## src/core/fbps_pkg.sv

```systemverilog
// Constants and types for the flash bypass program and status block
package fbps_pkg;
    // Avalon word offsets
    localparam logic [2:0] REG_CMD_ADDR = 3'h0;
    localparam logic [2:0] REG_CMD_DATA = 3'h1;
    localparam logic [2:0] REG_ARRAY    = 3'h2;
    localparam logic [2:0] REG_CTRL     = 3'h3;
    localparam logic [2:0] REG_STATE    = 3'h4;
    // Control register fields
    localparam int CTRL_PROTECT = 0;
    localparam int CTRL_OVERRUN = 1;
    // Command words and unlock addresses
    localparam logic [15:0] CMD_UNLOCK1  = 16'h00aa;
    localparam logic [15:0] CMD_UNLOCK2  = 16'h0055;
    localparam logic [15:0] CMD_BYPASS   = 16'h0020;
    localparam logic [15:0] CMD_PROGRAM  = 16'h00a0;
    localparam logic [15:0] CMD_ERASE    = 16'h0080;
    localparam logic [15:0] CMD_CHIP_ERS = 16'h0010;
    localparam logic [15:0] CMD_SECT_ERS = 16'h0030;
    localparam logic [15:0] CMD_EXIT1    = 16'h0090;
    localparam logic [15:0] CMD_EXIT2    = 16'h0000;
    localparam logic [15:0] CMD_RESET    = 16'h00f0;
    localparam logic [15:0] ADDR_555     = 16'h0555;
    localparam logic [15:0] ADDR_2AA     = 16'h02aa;
    localparam logic [15:0] ERASED_WORD  = 16'hffff;
    localparam logic [15:0] RESET_WORD   = 16'h0000;
    // Timing
    localparam int CLK_NS        = 40;
    localparam int PROG_TIME_NS  = 2000;
    localparam int ERASE_TIME_NS = 8000;
    localparam int PROT_PROG_NS  = 1000;
    localparam int PROT_ERASE_NS = 1200;
    localparam logic [15:0] PROG_CYC  = 16'(PROG_TIME_NS / CLK_NS);
    localparam logic [15:0] ERASE_CYC = 16'(ERASE_TIME_NS / CLK_NS);
    localparam logic [15:0] PPOLL_CYC = 16'(PROT_PROG_NS / CLK_NS);
    localparam logic [15:0] EPOLL_CYC = 16'(PROT_ERASE_NS / CLK_NS);

    typedef struct packed {
        logic [15:0] addr;
        logic [15:0] data;
    } fbps_cycle_t;

    typedef enum logic [2:0] {
        SEQ_IDLE = 3'b000,
        SEQ_U1   = 3'b001,
        SEQ_U2   = 3'b011,
        SEQ_PROG = 3'b010,
        SEQ_E1   = 3'b110,
        SEQ_E2   = 3'b111,
        SEQ_E3   = 3'b101,
        SEQ_EX1  = 3'b100
    } fbps_seq_t;

    typedef enum logic [1:0] {
        OP_IDLE = 2'b00,
        OP_RUN  = 2'b01,
        OP_FAIL = 2'b11,
        OP_PROT = 2'b10
    } fbps_op_t;
endpackage : fbps_pkg

```

## src/core/fbps_core.sv

```systemverilog
// Flash command decode, bypass mode and polarity-poll status over Avalon-MM
//
// The Avalon-MM interface to the registers and the address map were left to the implementer.
`timescale 1ns/1ps
module fbps_core
    import fbps_pkg::*;
(
    // Clock and reset
    input  wire logic        mclk,
    input  wire logic        rst_b,
    // Accelerate supply level detect pin
    input  wire logic        accel_supply_input,
    // Avalon-MM slave
    input  wire logic [2:0]  avs_address,
    input  wire logic        avs_read,
    input  wire logic        avs_write,
    input  wire logic [31:0] avs_writedata,
    output logic      [31:0] avs_readdata,
    output logic             avs_waitrequest,
    // Status pins
    output logic             busy,
    output logic             bypass_active
);
    logic        rst_s1_reg, rst_s2_reg;
    logic        acc_s1_reg, acc_s2_reg, acc_d_reg;
    logic        wait_reg, wait_next;
    logic [31:0] rdata_reg, rdata_next;
    logic [15:0] addr_reg, addr_next;
    logic [15:0] last_reg, last_next;
    logic [1:0]  ctrl_reg, ctrl_next;
    fbps_seq_t   seq_reg, seq_next;
    fbps_op_t    op_reg, op_next;
    logic        bypass_reg, bypass_next;
    logic        erase_reg, erase_next;
    logic        tog_reg, tog_next;
    logic        done_reg, done_next;
    logic [15:0] timer_reg, timer_next;
    fbps_cycle_t prog_reg, prog_next;
    logic [15:0] array_reg, array_next;
    logic [6:0]  stale_reg, stale_next;
    logic        busy_reg, busy_next;
    fbps_cycle_t cyc;
    logic        take, cmd_we, rd_take;
    logic [15:0] status;

    // Reset release through two flops; async assert only
    always_ff @(posedge mclk or negedge rst_b)
    begin
        if (!rst_b)
        begin
            rst_s1_reg <= 1'b0;
            rst_s2_reg <= 1'b0;
        end
        else
        begin
            rst_s1_reg <= 1'b1;
            rst_s2_reg <= rst_s1_reg;
        end
    end

    assign take    = wait_reg && (avs_read || avs_write);
    assign cmd_we  = take && avs_write && avs_address == REG_CMD_DATA;
    assign rd_take = take && avs_read && avs_address == REG_ARRAY;
    assign cyc     = '{addr: addr_reg, data: avs_writedata[15:0]};
    // Polarity bit, toggle, time limit, sector toggle on erase
    assign status = {8'h00,
                     erase_reg ? 1'b0 : ~prog_reg.data[7],
                     tog_reg, op_reg == OP_FAIL, 2'b00,
                     erase_reg & tog_reg, 2'b00};

    always_comb
    begin
        wait_next   = 1'b1;
        rdata_next  = rdata_reg;
        addr_next   = addr_reg;
        last_next   = last_reg;
        ctrl_next   = ctrl_reg;
        seq_next    = seq_reg;
        op_next     = op_reg;
        bypass_next = bypass_reg;
        erase_next  = erase_reg;
        tog_next    = tog_reg;
        done_next   = done_reg;
        timer_next  = timer_reg;
        prog_next   = prog_reg;
        array_next  = array_reg;
        stale_next  = stale_reg;
        // Entry on the rising edge only, so exit still works with it high
        if (acc_s2_reg && !acc_d_reg && op_reg == OP_IDLE)
            bypass_next = 1'b1;
        // Embedded operation timing
        if (op_reg != OP_IDLE && op_reg != OP_FAIL && timer_reg != 16'h0000)
            timer_next = timer_reg - 16'h0001;
        if (op_reg == OP_PROT && timer_reg == 16'h0000)
            op_next = OP_IDLE;
        if (op_reg == OP_RUN && timer_reg == 16'h0000)
        begin
            if (ctrl_reg[CTRL_OVERRUN])
                op_next = OP_FAIL;
            else
            begin
                op_next   = OP_IDLE;
                done_next = 1'b1;
                // Ones cannot be written over zeros; poll went wrong
                array_next = erase_reg ? ERASED_WORD
                           : (array_reg & prog_reg.data);
            end
        end
        if (take)
        begin
            wait_next = 1'b0;
            rdata_next = 32'h0000_0000;
            case (avs_address)
                REG_CMD_ADDR: rdata_next[15:0] = addr_reg;
                REG_CMD_DATA: rdata_next[15:0] = last_reg;
                REG_CTRL:     rdata_next[1:0]  = ctrl_reg;
                REG_STATE:    rdata_next[3:0]  = {acc_s2_reg,
                                  op_reg == OP_FAIL, busy_reg, bypass_reg};
                REG_ARRAY:
                begin
                    if (op_reg != OP_IDLE)
                    begin
                        rdata_next[15:0] = status;
                        tog_next = ~tog_reg;
                        stale_next = status[6:0];
                    end
                    else if (done_reg)
                    begin
                        // First read after completion: only bits 15 to 7 true
                        rdata_next[15:0] = {array_reg[15:7], stale_reg};
                        done_next = 1'b0;
                    end
                    else
                        rdata_next[15:0] = array_reg;
                end
                default: rdata_next = 32'h0000_0000;
            endcase
            if (avs_write && avs_address == REG_CMD_ADDR)
                addr_next = avs_writedata[15:0];
            if (avs_write && avs_address == REG_CTRL)
                ctrl_next = avs_writedata[1:0];
        end
        if (cmd_we)
        begin
            last_next = cyc.data;
            seq_next  = SEQ_IDLE;
            if (op_reg == OP_FAIL && cyc.data == CMD_RESET)
                op_next = OP_IDLE;
            else if (op_reg == OP_IDLE)
            begin
                case (seq_reg)
                    SEQ_IDLE:
                        if (bypass_reg)
                        begin
                            // Anything else is dropped, mode kept
                            if (cyc.data == CMD_PROGRAM)
                                seq_next = SEQ_PROG;
                            else if (cyc.data == CMD_ERASE)
                                seq_next = SEQ_E1;
                            else if (cyc.data == CMD_EXIT1)
                                seq_next = SEQ_EX1;
                        end
                        else if (cyc.data == CMD_UNLOCK1
                                 && cyc.addr == ADDR_555)
                            seq_next = SEQ_U1;
                    SEQ_U1:
                        if (cyc.data == CMD_UNLOCK2 && cyc.addr == ADDR_2AA)
                            seq_next = SEQ_U2;
                    SEQ_U2:
                        if (cyc.addr == ADDR_555)
                        begin
                            if (cyc.data == CMD_BYPASS)
                                bypass_next = 1'b1;
                            else if (cyc.data == CMD_PROGRAM)
                                seq_next = SEQ_PROG;
                            else if (cyc.data == CMD_ERASE)
                                seq_next = SEQ_E1;
                        end
                    SEQ_PROG:
                    begin
                        // Status is live from this write on
                        prog_next  = cyc;
                        erase_next = 1'b0;
                        op_next    = ctrl_reg[CTRL_PROTECT] ? OP_PROT : OP_RUN;
                        timer_next = ctrl_reg[CTRL_PROTECT] ? PPOLL_CYC
                                                            : PROG_CYC;
                    end
                    SEQ_E1:
                        if (cyc.data == CMD_UNLOCK1 && cyc.addr == ADDR_555)
                            seq_next = SEQ_E2;
                    SEQ_E2:
                        if (cyc.data == CMD_UNLOCK2 && cyc.addr == ADDR_2AA)
                            seq_next = SEQ_E3;
                    SEQ_E3:
                        if ((cyc.data == CMD_CHIP_ERS && cyc.addr == ADDR_555)
                            || cyc.data == CMD_SECT_ERS)
                        begin
                            erase_next = 1'b1;
                            op_next    = ctrl_reg[CTRL_PROTECT] ? OP_PROT
                                                                : OP_RUN;
                            timer_next = ctrl_reg[CTRL_PROTECT] ? EPOLL_CYC
                                                                : ERASE_CYC;
                        end
                    SEQ_EX1:
                        if (cyc.data == CMD_EXIT2)
                            bypass_next = 1'b0;
                    default: seq_next = SEQ_IDLE;
                endcase
            end
        end
        busy_next = op_next != OP_IDLE;
    end

    always_ff @(posedge mclk or negedge rst_s2_reg)
    begin
        if (!rst_s2_reg)
        begin
            acc_s1_reg <= 1'b0;
            acc_s2_reg <= 1'b0;
            acc_d_reg  <= 1'b0;
            wait_reg   <= 1'b1;
            rdata_reg  <= 32'h0000_0000;
            addr_reg   <= RESET_WORD;
            last_reg   <= RESET_WORD;
            ctrl_reg   <= 2'h0;
            seq_reg    <= SEQ_IDLE;
            op_reg     <= OP_IDLE;
            bypass_reg <= 1'b0;
            erase_reg  <= 1'b0;
            tog_reg    <= 1'b0;
            done_reg   <= 1'b0;
            timer_reg  <= 16'h0000;
            prog_reg   <= '0;
            array_reg  <= ERASED_WORD;
            stale_reg  <= 7'h00;
            busy_reg   <= 1'b0;
        end
        else
        begin
            acc_s1_reg <= accel_supply_input;
            acc_s2_reg <= acc_s1_reg;
            acc_d_reg  <= acc_s2_reg;
            wait_reg   <= wait_next;
            rdata_reg  <= rdata_next;
            addr_reg   <= addr_next;
            last_reg   <= last_next;
            ctrl_reg   <= ctrl_next;
            seq_reg    <= seq_next;
            op_reg     <= op_next;
            bypass_reg <= bypass_next;
            erase_reg  <= erase_next;
            tog_reg    <= tog_next;
            done_reg   <= done_next;
            timer_reg  <= timer_next;
            prog_reg   <= prog_next;
            array_reg  <= array_next;
            stale_reg  <= stale_next;
            busy_reg   <= busy_next;
        end
    end

    assign avs_readdata    = rdata_reg;
    assign avs_waitrequest = wait_reg;
    assign busy            = busy_reg;
    assign bypass_active   = bypass_reg;

    a_bypass_entry: assert property (@(posedge mclk) disable iff (!rst_s2_reg)
        cmd_we && op_reg == OP_IDLE && seq_reg == SEQ_U2
        && cyc.addr == ADDR_555 && cyc.data == CMD_BYPASS
        |=> bypass_reg && seq_reg == SEQ_IDLE)
        else $error("bypass not entered");
    a_prog_start: assert property (@(posedge mclk) disable iff (!rst_s2_reg)
        cmd_we && op_reg == OP_IDLE && seq_reg == SEQ_PROG
        |=> busy_reg && prog_reg.data == $past(avs_writedata[15:0]))
        else $error("program did not start");
    a_erase_short: assert property (@(posedge mclk) disable iff (!rst_s2_reg)
        cmd_we && op_reg == OP_IDLE && bypass_reg && seq_reg == SEQ_IDLE
        && cyc.data == CMD_ERASE |=> seq_reg == SEQ_E1)
        else $error("short erase not taken");
    a_bypass_hold: assert property (@(posedge mclk) disable iff (!rst_s2_reg)
        cmd_we && op_reg == OP_IDLE && bypass_reg && seq_reg == SEQ_IDLE
        && cyc.data != CMD_PROGRAM && cyc.data != CMD_ERASE
        && cyc.data != CMD_EXIT1 |=> bypass_reg && seq_reg == SEQ_IDLE)
        else $error("stray write changed bypass");
    a_bypass_exit: assert property (@(posedge mclk) disable iff (!rst_s2_reg)
        cmd_we && op_reg == OP_IDLE && seq_reg == SEQ_EX1
        && cyc.data == CMD_EXIT2 |=> !bypass_active)
        else $error("bypass not left");
    a_accel_entry: assert property (@(posedge mclk) disable iff (!rst_s2_reg)
        acc_s2_reg && !acc_d_reg && op_reg == OP_IDLE |=> bypass_reg)
        else $error("accelerate did not force bypass");
    a_prog_poll: assert property (@(posedge mclk) disable iff (!rst_s2_reg)
        rd_take && op_reg == OP_RUN && !erase_reg
        |=> avs_readdata[7] != prog_reg.data[7])
        else $error("program poll bit wrong");
    a_erase_poll: assert property (@(posedge mclk) disable iff (!rst_s2_reg)
        rd_take && op_reg != OP_IDLE && erase_reg |=> !avs_readdata[7])
        else $error("erase poll bit not zero");
    a_toggle_flip: assert property (@(posedge mclk) disable iff (!rst_s2_reg)
        rd_take && op_reg == OP_RUN
        |=> avs_readdata[6] != tog_reg && avs_waitrequest == 1'b0)
        else $error("toggle bit did not invert");
    a_prot_return: assert property (@(posedge mclk) disable iff (!rst_s2_reg)
        op_reg == OP_PROT && timer_reg == 16'h0000
        |=> op_reg == OP_IDLE && $stable(array_reg))
        else $error("protected op wrote or stuck");
    a_limit_bit: assert property (@(posedge mclk) disable iff (!rst_s2_reg)
        rd_take && op_reg == OP_FAIL |=> avs_readdata[5])
        else $error("time limit bit missing");
endmodule : fbps_core

```

## config.mk

```make
export PLATFORM = sky130hd
export DESIGN_NAME = fbps_core
export DESIGN_NICKNAME = d
export VERILOG_FILES = /design/src/core/fbps_pkg.sv /design/src/core/fbps_core.sv
export SDC_FILE = /design/constraint.sdc
export NUM_CORES = 1
export LEC_CHECK = 0
export BUFFER_PORTS_ARGS = -buffer_cell sky130_fd_sc_hd__buf_4
export CORE_ASPECT_RATIO = 1.4
export CORE_MARGIN = 2
export CORE_UTILIZATION = 55
export CTS_BUF_LIST = sky130_fd_sc_hd__clkbuf_8 sky130_fd_sc_hd__clkbuf_16
export CTS_CLUSTER_DIAMETER = 30
export DETAILED_ROUTE_END_ITERATION = 6
export PLACE_DENSITY = 0.76
export SLEW_MARGIN = 40
export SYNTH_ARGS = -nofsm -noshare
export SYNTH_HDL_FRONTEND = slang
export SYNTH_SLANG_ARGS = --single-unit
```

## constraint.sdc

```tcl
create_clock -name mclk -period 11 [get_ports mclk]
set_input_delay 2.2 -clock mclk [delete_from_list [all_inputs] [get_ports mclk]]
set_output_delay 2.2 -clock mclk [all_outputs]
set_load 0.02 [all_outputs]
```

==> results of run 1 <==
-- cell type report --
cell class	instances	area, µm²	area share [%]
tap	138	173	2.56
clock inverter	15	121	1.80
sequential	117	2950	43.7
multi-input combinational	418	2670	39.5
clock buffer	17	425	6.30
inverter	15	56.3	0.834
timing repair buffer	46	353	5.23
-- cells in the mapped netlist (4+ instances only) --
cell      count
ha_1          6
mux2i_1       9
nor4_1        7
mux2_2       42
nand3_1       9
nor2b_1       4
clkbuf_1     21
nor3_1        8
buf_4        17
o22ai_1       8
nand4_1       7
nand2_1      94
nor2_1       32
a22oi_1      13
and2_1        5
xor2_1        5
dfrtp_1     100
dfstp_2      17
xnor2_1      11
a21oi_1      21
o21ai_0      53
or3_1         4
or2_2         5
nor4b_1       4
nor4bb_1      4
inv_1        14
-- logic make-up after synthesis --
| family | synth area share (%) |
|---|---|
| compound gates | 13.1 |
| other cells | 0.129 |
| mux | 9.64 |
| simple gates | 18.1 |
| fa+ha+maj | 1.29 |
| xor+xnor | 2.40 |
| flops | 50.5 |
| buf+inv | 4.93 |
-- power breakdown --
part	leakage (µW)	switching [µW]	total, µW	internal (µW)
logic	0.00134	95.6	177	81.7
clock network	0.000265	211	504	293
registers	0.00140	54.0	543	489
total	0.00301	361	1220	863
-- stage by stage --
step,worst slack [ns],hold slack (ns),instance area [µm²],total power (µW)
2_1_floorplan,7.06,0.331,5900,662
3_3_place_gp,6.14,0.334,6180,710
3_5_place_dp,6.11,0.339,6180,720
4_1_cts,6.53,0.351,6730,1230
5_1_grt,6.61,0.358,6750,1280
6_report,6.80,0.326,6750,1220
-- routing by layer --
metal | vias up | GRT usage (%) | part of all wire (%)
met5 | - | 0 | 0
li1 | 2099 | - | -
met4 | 0 | 14.7 | 4.1
met3 | 43 | 4.96 | 4.6
met2 | 154 | 45.6 | 53
met1 | 2270 | 30.3 | 39
-- worst paths after layout --
kind	cells past startpoint	endpoint	slack [ns]
worst max-delay path	7	prog_reg[3]	6.80
worst max register to register	7	array_reg[4]	8.30
worst min register to register	0	avs_readdata[13]	0.33
worst min-delay path	0	avs_readdata[13]	0.33
min in group mclk	0	acc_s2_reg	0.35
max in group asynchronous	1	rst_s2_reg	9.34
==> implementation parameters, run 1 <==
Parameter                              Value

Global route
  First-pass GRT wire length ... 23.5 mm
  Pin count of the biggest net entering global routing ... 72
  Number of antenna violations at the first check in global routing ... 0
  Via count of the first global-routing pass ... 4730
  Total track usage ... 26.2%
  Global route total overflow ... 0

STA
  Period minus WS final ... 4.20 ns
  Post-route clock skew ... 0.00762 ns
  Upper clock frequency limit ... 238 MHz
  Count of final hold-check violations ... 0
  Worst max-slew margin expressed relative to the limit ... 49.5%
  Number of setup violations in the final report ... 0
  Total Neg Setup Slack ... 0 ns
  Slew at the pin with the worst max-slew slack ... 0.755 ns
  Portion of the clock cycle consumed by the worst path in the final layout ... 38.2%
  Setup repair after global routing missed its margin ... no
  Max-slew violation count ... 0

CTS
  Worst-case clock buffer depth ... 2
  Post-CTS setup buffer count ... 0
  Level count of the clock H-tree ... 4
  Number of hold buffers added after cts ... 0
  Clock insertion delay at the later pin of the skew report ... 0.41 ns
  Post-CTS clock slew at the launch and capture registers of the worst setup and hold paths ... 0.06 ns
  Sink count of the clock tree ... 117
  Num CTS Buffers ... 17
  TritonCTS clock tree ... done
  Clock root buffer ... clkbuf_16
  Number of resized instances in the post-cts repair step ... 0

Critical path
  Cells along the critical path ... buf_4 > nor2b_1 > and2_2 > o211ai_2 > inv_2 > nand2_2 > mux2_2
  Largest fanout of any net on the critical path ... 22
  Critical Path Sink Type ... flip-flop
  Data arrival time of the critical path ... 4.49 ns
  Required time at the worst-slack endpoint ... 11.29 ns
  Family with the most delay on the worst path ... simple AND/OR/NAND/NOR gates
  Worst path slowest cell ... and2_2
  Critical R2R Launch ... timer_reg[0]
  Type of the setup path with the least slack ... input port to flip-flop
  Number of buffers and inverters on the critical path ... 2
  CP peak stage delay ... 0.50 ns
  Kind of start point of the critical path ... input port
  Worst setup path startpoint ... avs_address[0]

Floorplan
  Initial core utilization ... 56.4%
  Number of I/O pins ... 75
  DIE AREA ... 11500 µm²
  Horizontal die dimension ... 91.1 µm
  Number of cell rows ... 44
  Die outline height ... 126 µm
  Area of the core ... 10300 µm²

Final layout
  Most common library cell in the layout ignoring fill and taps ... dfrtp_1
  Fraction of layout instances using a drive strength above 1 ... 25.5%
  Highest-count cells in the layout ignoring fill and taps ... dfrtp_1 (99), nand2_1 (93), o21ai_0 (52)
  Layout net count ... 661
  Diodes inserted ... 0
  Layout overhead on the synthesized area ... 15.5%
  Core Util, Final ... 65.2%
  Layout Cells excl Fill ... 766
  Fill count ... 876

Drt
  Iteration-0 DRC Markers ... 375
  Via count normalized by instance count ... 5.96
  Post-route antenna net violation count ... 0
  Residual DRC count ... 0
  Overall via count from detail_route ... 4566
  Total routed wirelength ... 14.3 mm
  DR WL/cell ... 18.7 µm
  Pre-Repair DR Iteration Count ... 5

Yosys
  Largest cells by area after synthesis ... dfrtp_1 (43%), mux2_2 (8.1%), dfstp_2 (7.6%)
  Count of flip-flops with a built-in enable after synthesis ... 0
  Post-synthesis cell type with the largest combined area ... dfrtp_1
  Post-synthesis async set-or-reset flop share ... 100%
  Post-synthesis instance total ... 577
  Most used DFF post-synth ... dfrtp_1
  Mean Syn Cell Area ... 10.1 µm²
  Distinct cell type count after synthesis ... 63
  Count of synthesis-stage warnings from yosys ... 0
  Synthesized area ... 5840 µm²
  Sequential share of the synthesized area ... 50.5%
  Post-synthesis register bit count ... 117
  Portion of synthesized cell area occupied by the leading cell type ... 42.8%

Placed design
  HPWL reported at the end of detailed placement ... 9.80 mm
  # port buffers ... 42
  Placer Congestion ... 0.844
  Total instance count after detailed placement ... 733

Run
  Max-capacitance violation count ... 0

Power
  Highest ir drop seen on vdd ... 0.137 mV
  Power Dens Cells ... 181 nW/µm²
  Leakage component of the power ... 0.00301 µW

Status
  Status ... finished, final reports clean

Hold path
  Worst Hold Class ... flip-flop to async pin
No activity file was read; power rests on OpenSTA's default activity.
==> run 2: changes to the inputs <==
clock period = 4.38 ns   (was 11 ns; I/O delays follow)
==> implementation parameters, run 2 (synthesis gave the netlist of run 1 again) <==
Parameter                              Value

CTS
  Num CTS Buffers ... 17 (unchanged)
  Sink count of the clock tree ... 117 (unchanged)
  Clock insertion delay at the later pin of the skew report ... 0.42 ns (about the same)
  Clock root buffer ... clkbuf_16
  TritonCTS clock tree ... done
  Level count of the clock H-tree ... 4 (unchanged)
  Worst-case clock buffer depth ... 2 (unchanged)
  Post-CTS setup buffer count ... 0 (unchanged)
  Post-CTS clock slew at the launch and capture registers of the worst setup and hold paths ... 0.06 ns (about the same)
  Number of hold buffers added after cts ... 0 (unchanged)
  Number of resized instances in the post-cts repair step ... 0 (unchanged)

Power
  Highest ir drop seen on vdd ... 0.372 mV (+170%)
  Power Dens Cells ... 473 nW/µm² (+160%)
  Leakage component of the power ... 0.00305 µW (+1.5%)

Placed design
  # port buffers ... 42 (unchanged)
  Total instance count after detailed placement ... 735 (+0.27%)
  Worst Setup Slack post-DPL ... 1.13 ns (-4.98 ns)
  HPWL reported at the end of detailed placement ... 9.96 mm (+1.6%)
  Placer Congestion ... 0.884 (+4.8%)
  Standard cell area after detailed placement ... 6210 µm² (+0.38%)

STA
  Upper clock frequency limit ... 353 MHz
  Post-route clock skew ... 0.0102 ns (+0.00254 ns)
  Worst max-slew margin expressed relative to the limit ... 44.3% (-5.2 points)
  Portion of the clock cycle consumed by the worst path in the final layout ... 64.6%
  Count of final hold-check violations ... 0 (unchanged)
  Setup repair after global routing missed its margin ... no
  Slew at the pin with the worst max-slew slack ... 0.832 ns (+0.0771 ns)
  Total Neg Setup Slack ... 0 ns (unchanged)
  Final Worst Setup Slack ... 1.55 ns (-5.25 ns)
  Period minus WS final ... 2.83 ns
  Max-slew violation count ... 0 (unchanged)
  Number of setup violations in the final report ... 0 (unchanged)

Final layout
  Layout net count ... 663 (+0.30%)
  Most common library cell in the layout ignoring fill and taps ... dfrtp_1
  Finished Cell Area ... 6840 µm² (+1.4%)
  Highest-count cells in the layout ignoring fill and taps ... dfrtp_1 (99), nand2_1 (93), o21ai_0 (52)
  Fraction of layout instances using a drive strength above 1 ... 25.4% (-0.081 points)
  Layout overhead on the synthesized area ... 17.2%
  Layout Cells excl Fill ... 768 (+0.26%)
  Diodes inserted ... 0 (unchanged)

Critical path
  End of the worst register-to-register path ... array_reg[2]
  Type of the setup path with the least slack ... input port to flip-flop
  Critical R2R Launch ... timer_reg[0]
  Largest fanout of any net on the critical path ... 18 (-18%)
  Required time at the worst-slack endpoint ... 4.68 ns (-6.61 ns)
  Critical Path Sink Type ... flip-flop
  Kind of start point of the critical path ... input port
  Worst setup path startpoint ... avs_writedata[9]
  Data arrival time of the critical path ... 3.13 ns (-1.36 ns)
  Internal reg-to-reg setup slack ... 1.67 ns (-6.63 ns)
  Depth of the worst register-to-register path ... 7 (unchanged)

Drt
  Post-route antenna net violation count ... 0 (unchanged)
  Pre-Repair DR Iteration Count ... 5 (unchanged)
  Overall via count from detail_route ... 4674 (+2.4%)
  Via count normalized by instance count ... 6.09 (+2.1%)
  Total routed wirelength ... 14.9 mm (+3.8%)
  Residual DRC count ... 0 (unchanged)
  Iteration-0 DRC Markers ... 407 (+8.5%)
  DR WL/cell ... 19.4 µm (+3.5%)

Floorplan
  Horizontal die dimension ... 91.1 µm (unchanged)
  Die outline height ... 126 µm (unchanged)
  DIE AREA ... 11500 µm² (unchanged)
  Initial core utilization ... 56.4% (unchanged)
  Number of I/O pins ... 75 (unchanged)
  Area of the core ... 10300 µm² (unchanged)
  Number of cell rows ... 44 (unchanged)

Global route
  First-pass GRT wire length ... 24.0 mm (+2.2%)
  Pin count of the biggest net entering global routing ... 45 (-38%)
  Number of antenna violations at the first check in global routing ... 0 (unchanged)
  Global route total overflow ... 0 (unchanged)
  Via count of the first global-routing pass ... 4831 (+2.1%)
  Total track usage ... 27.0% (+0.72 points)

Run
  Max-capacitance violation count ... 0 (unchanged)

Status
  Status ... finished, final reports clean

Hold path
  Worst Hold Class ... input port to async pin
-- run 2: stage by stage --
| step | hold WS [ns] | util (%) | total power, µW |
|---|---|---|---|
| final | 0.226 | 66.1 | 3230 |
| after global routing | 0.220 | 66.1 | 3350 |
| after CTS | 0.221 | 66.0 | 3240 |
| after detailed placement | 0.337 | 60.0 | 1810 |
| after global placement | 0.333 | 59.8 | 1780 |
| after floorplan | 0.331 | - | 1660 |
-- run 2: worst max-delay path by stage --
| stage | endpoint | slack (ns) | cells past startpoint |
|---|---|---|---|
| detailed placement | prog_reg[8] | 1.13 | 7 |
| finish | prog_reg[8] | 1.55 | 7 |
| global placement | prog_reg[11] | 1.17 | 7 |
| global route | prog_reg[3] | 1.42 | 7 |
| CTS | array_reg[14] | 1.51 | 5 |
| floorplan | acc_d_reg | 0.91 | 0 |
-- run 2: metal layers --
| metal | global-route usage, % | wire length, µm | up-vias |
|---|---|---|---|
| met5 | 0 | 0 | - |
| met2 | 47.2 | 8010 | 167 |
| li1 | - | - | 2087 |
| met1 | 30.6 | 5640 | 2367 |
| met3 | 5.98 | 639 | 53 |
| met4 | 14.3 | 590 | 0 |
-- run 2: cell type report --
class                   instances  area [µm²]
inverters                      15        56.3
fillers                       838        3510
multi-input cells             418        2670
repair buffers                 48         377
clock inverters                14         179
clock buffers                  18         439
well taps                     138         173
flip-flops and latches        117        2950
-- run 2: where the power goes --
group | internal, µW | total, µW | switching (µW) | leakage (µW)
clock | 914 | 1420 | 510 | 0.000298
combinational | 205 | 443 | 237 | 0.00135
sequential | 1230 | 1370 | 140 | 0.00140
-- run 2: critical path: stages --
cell      delay [ns]
buf_4           0.13
nor4_2          0.58
nand2_1         0.18
o211ai_2        0.44
inv_2           0.09
nand2_2         0.42
mux2_2          0.40
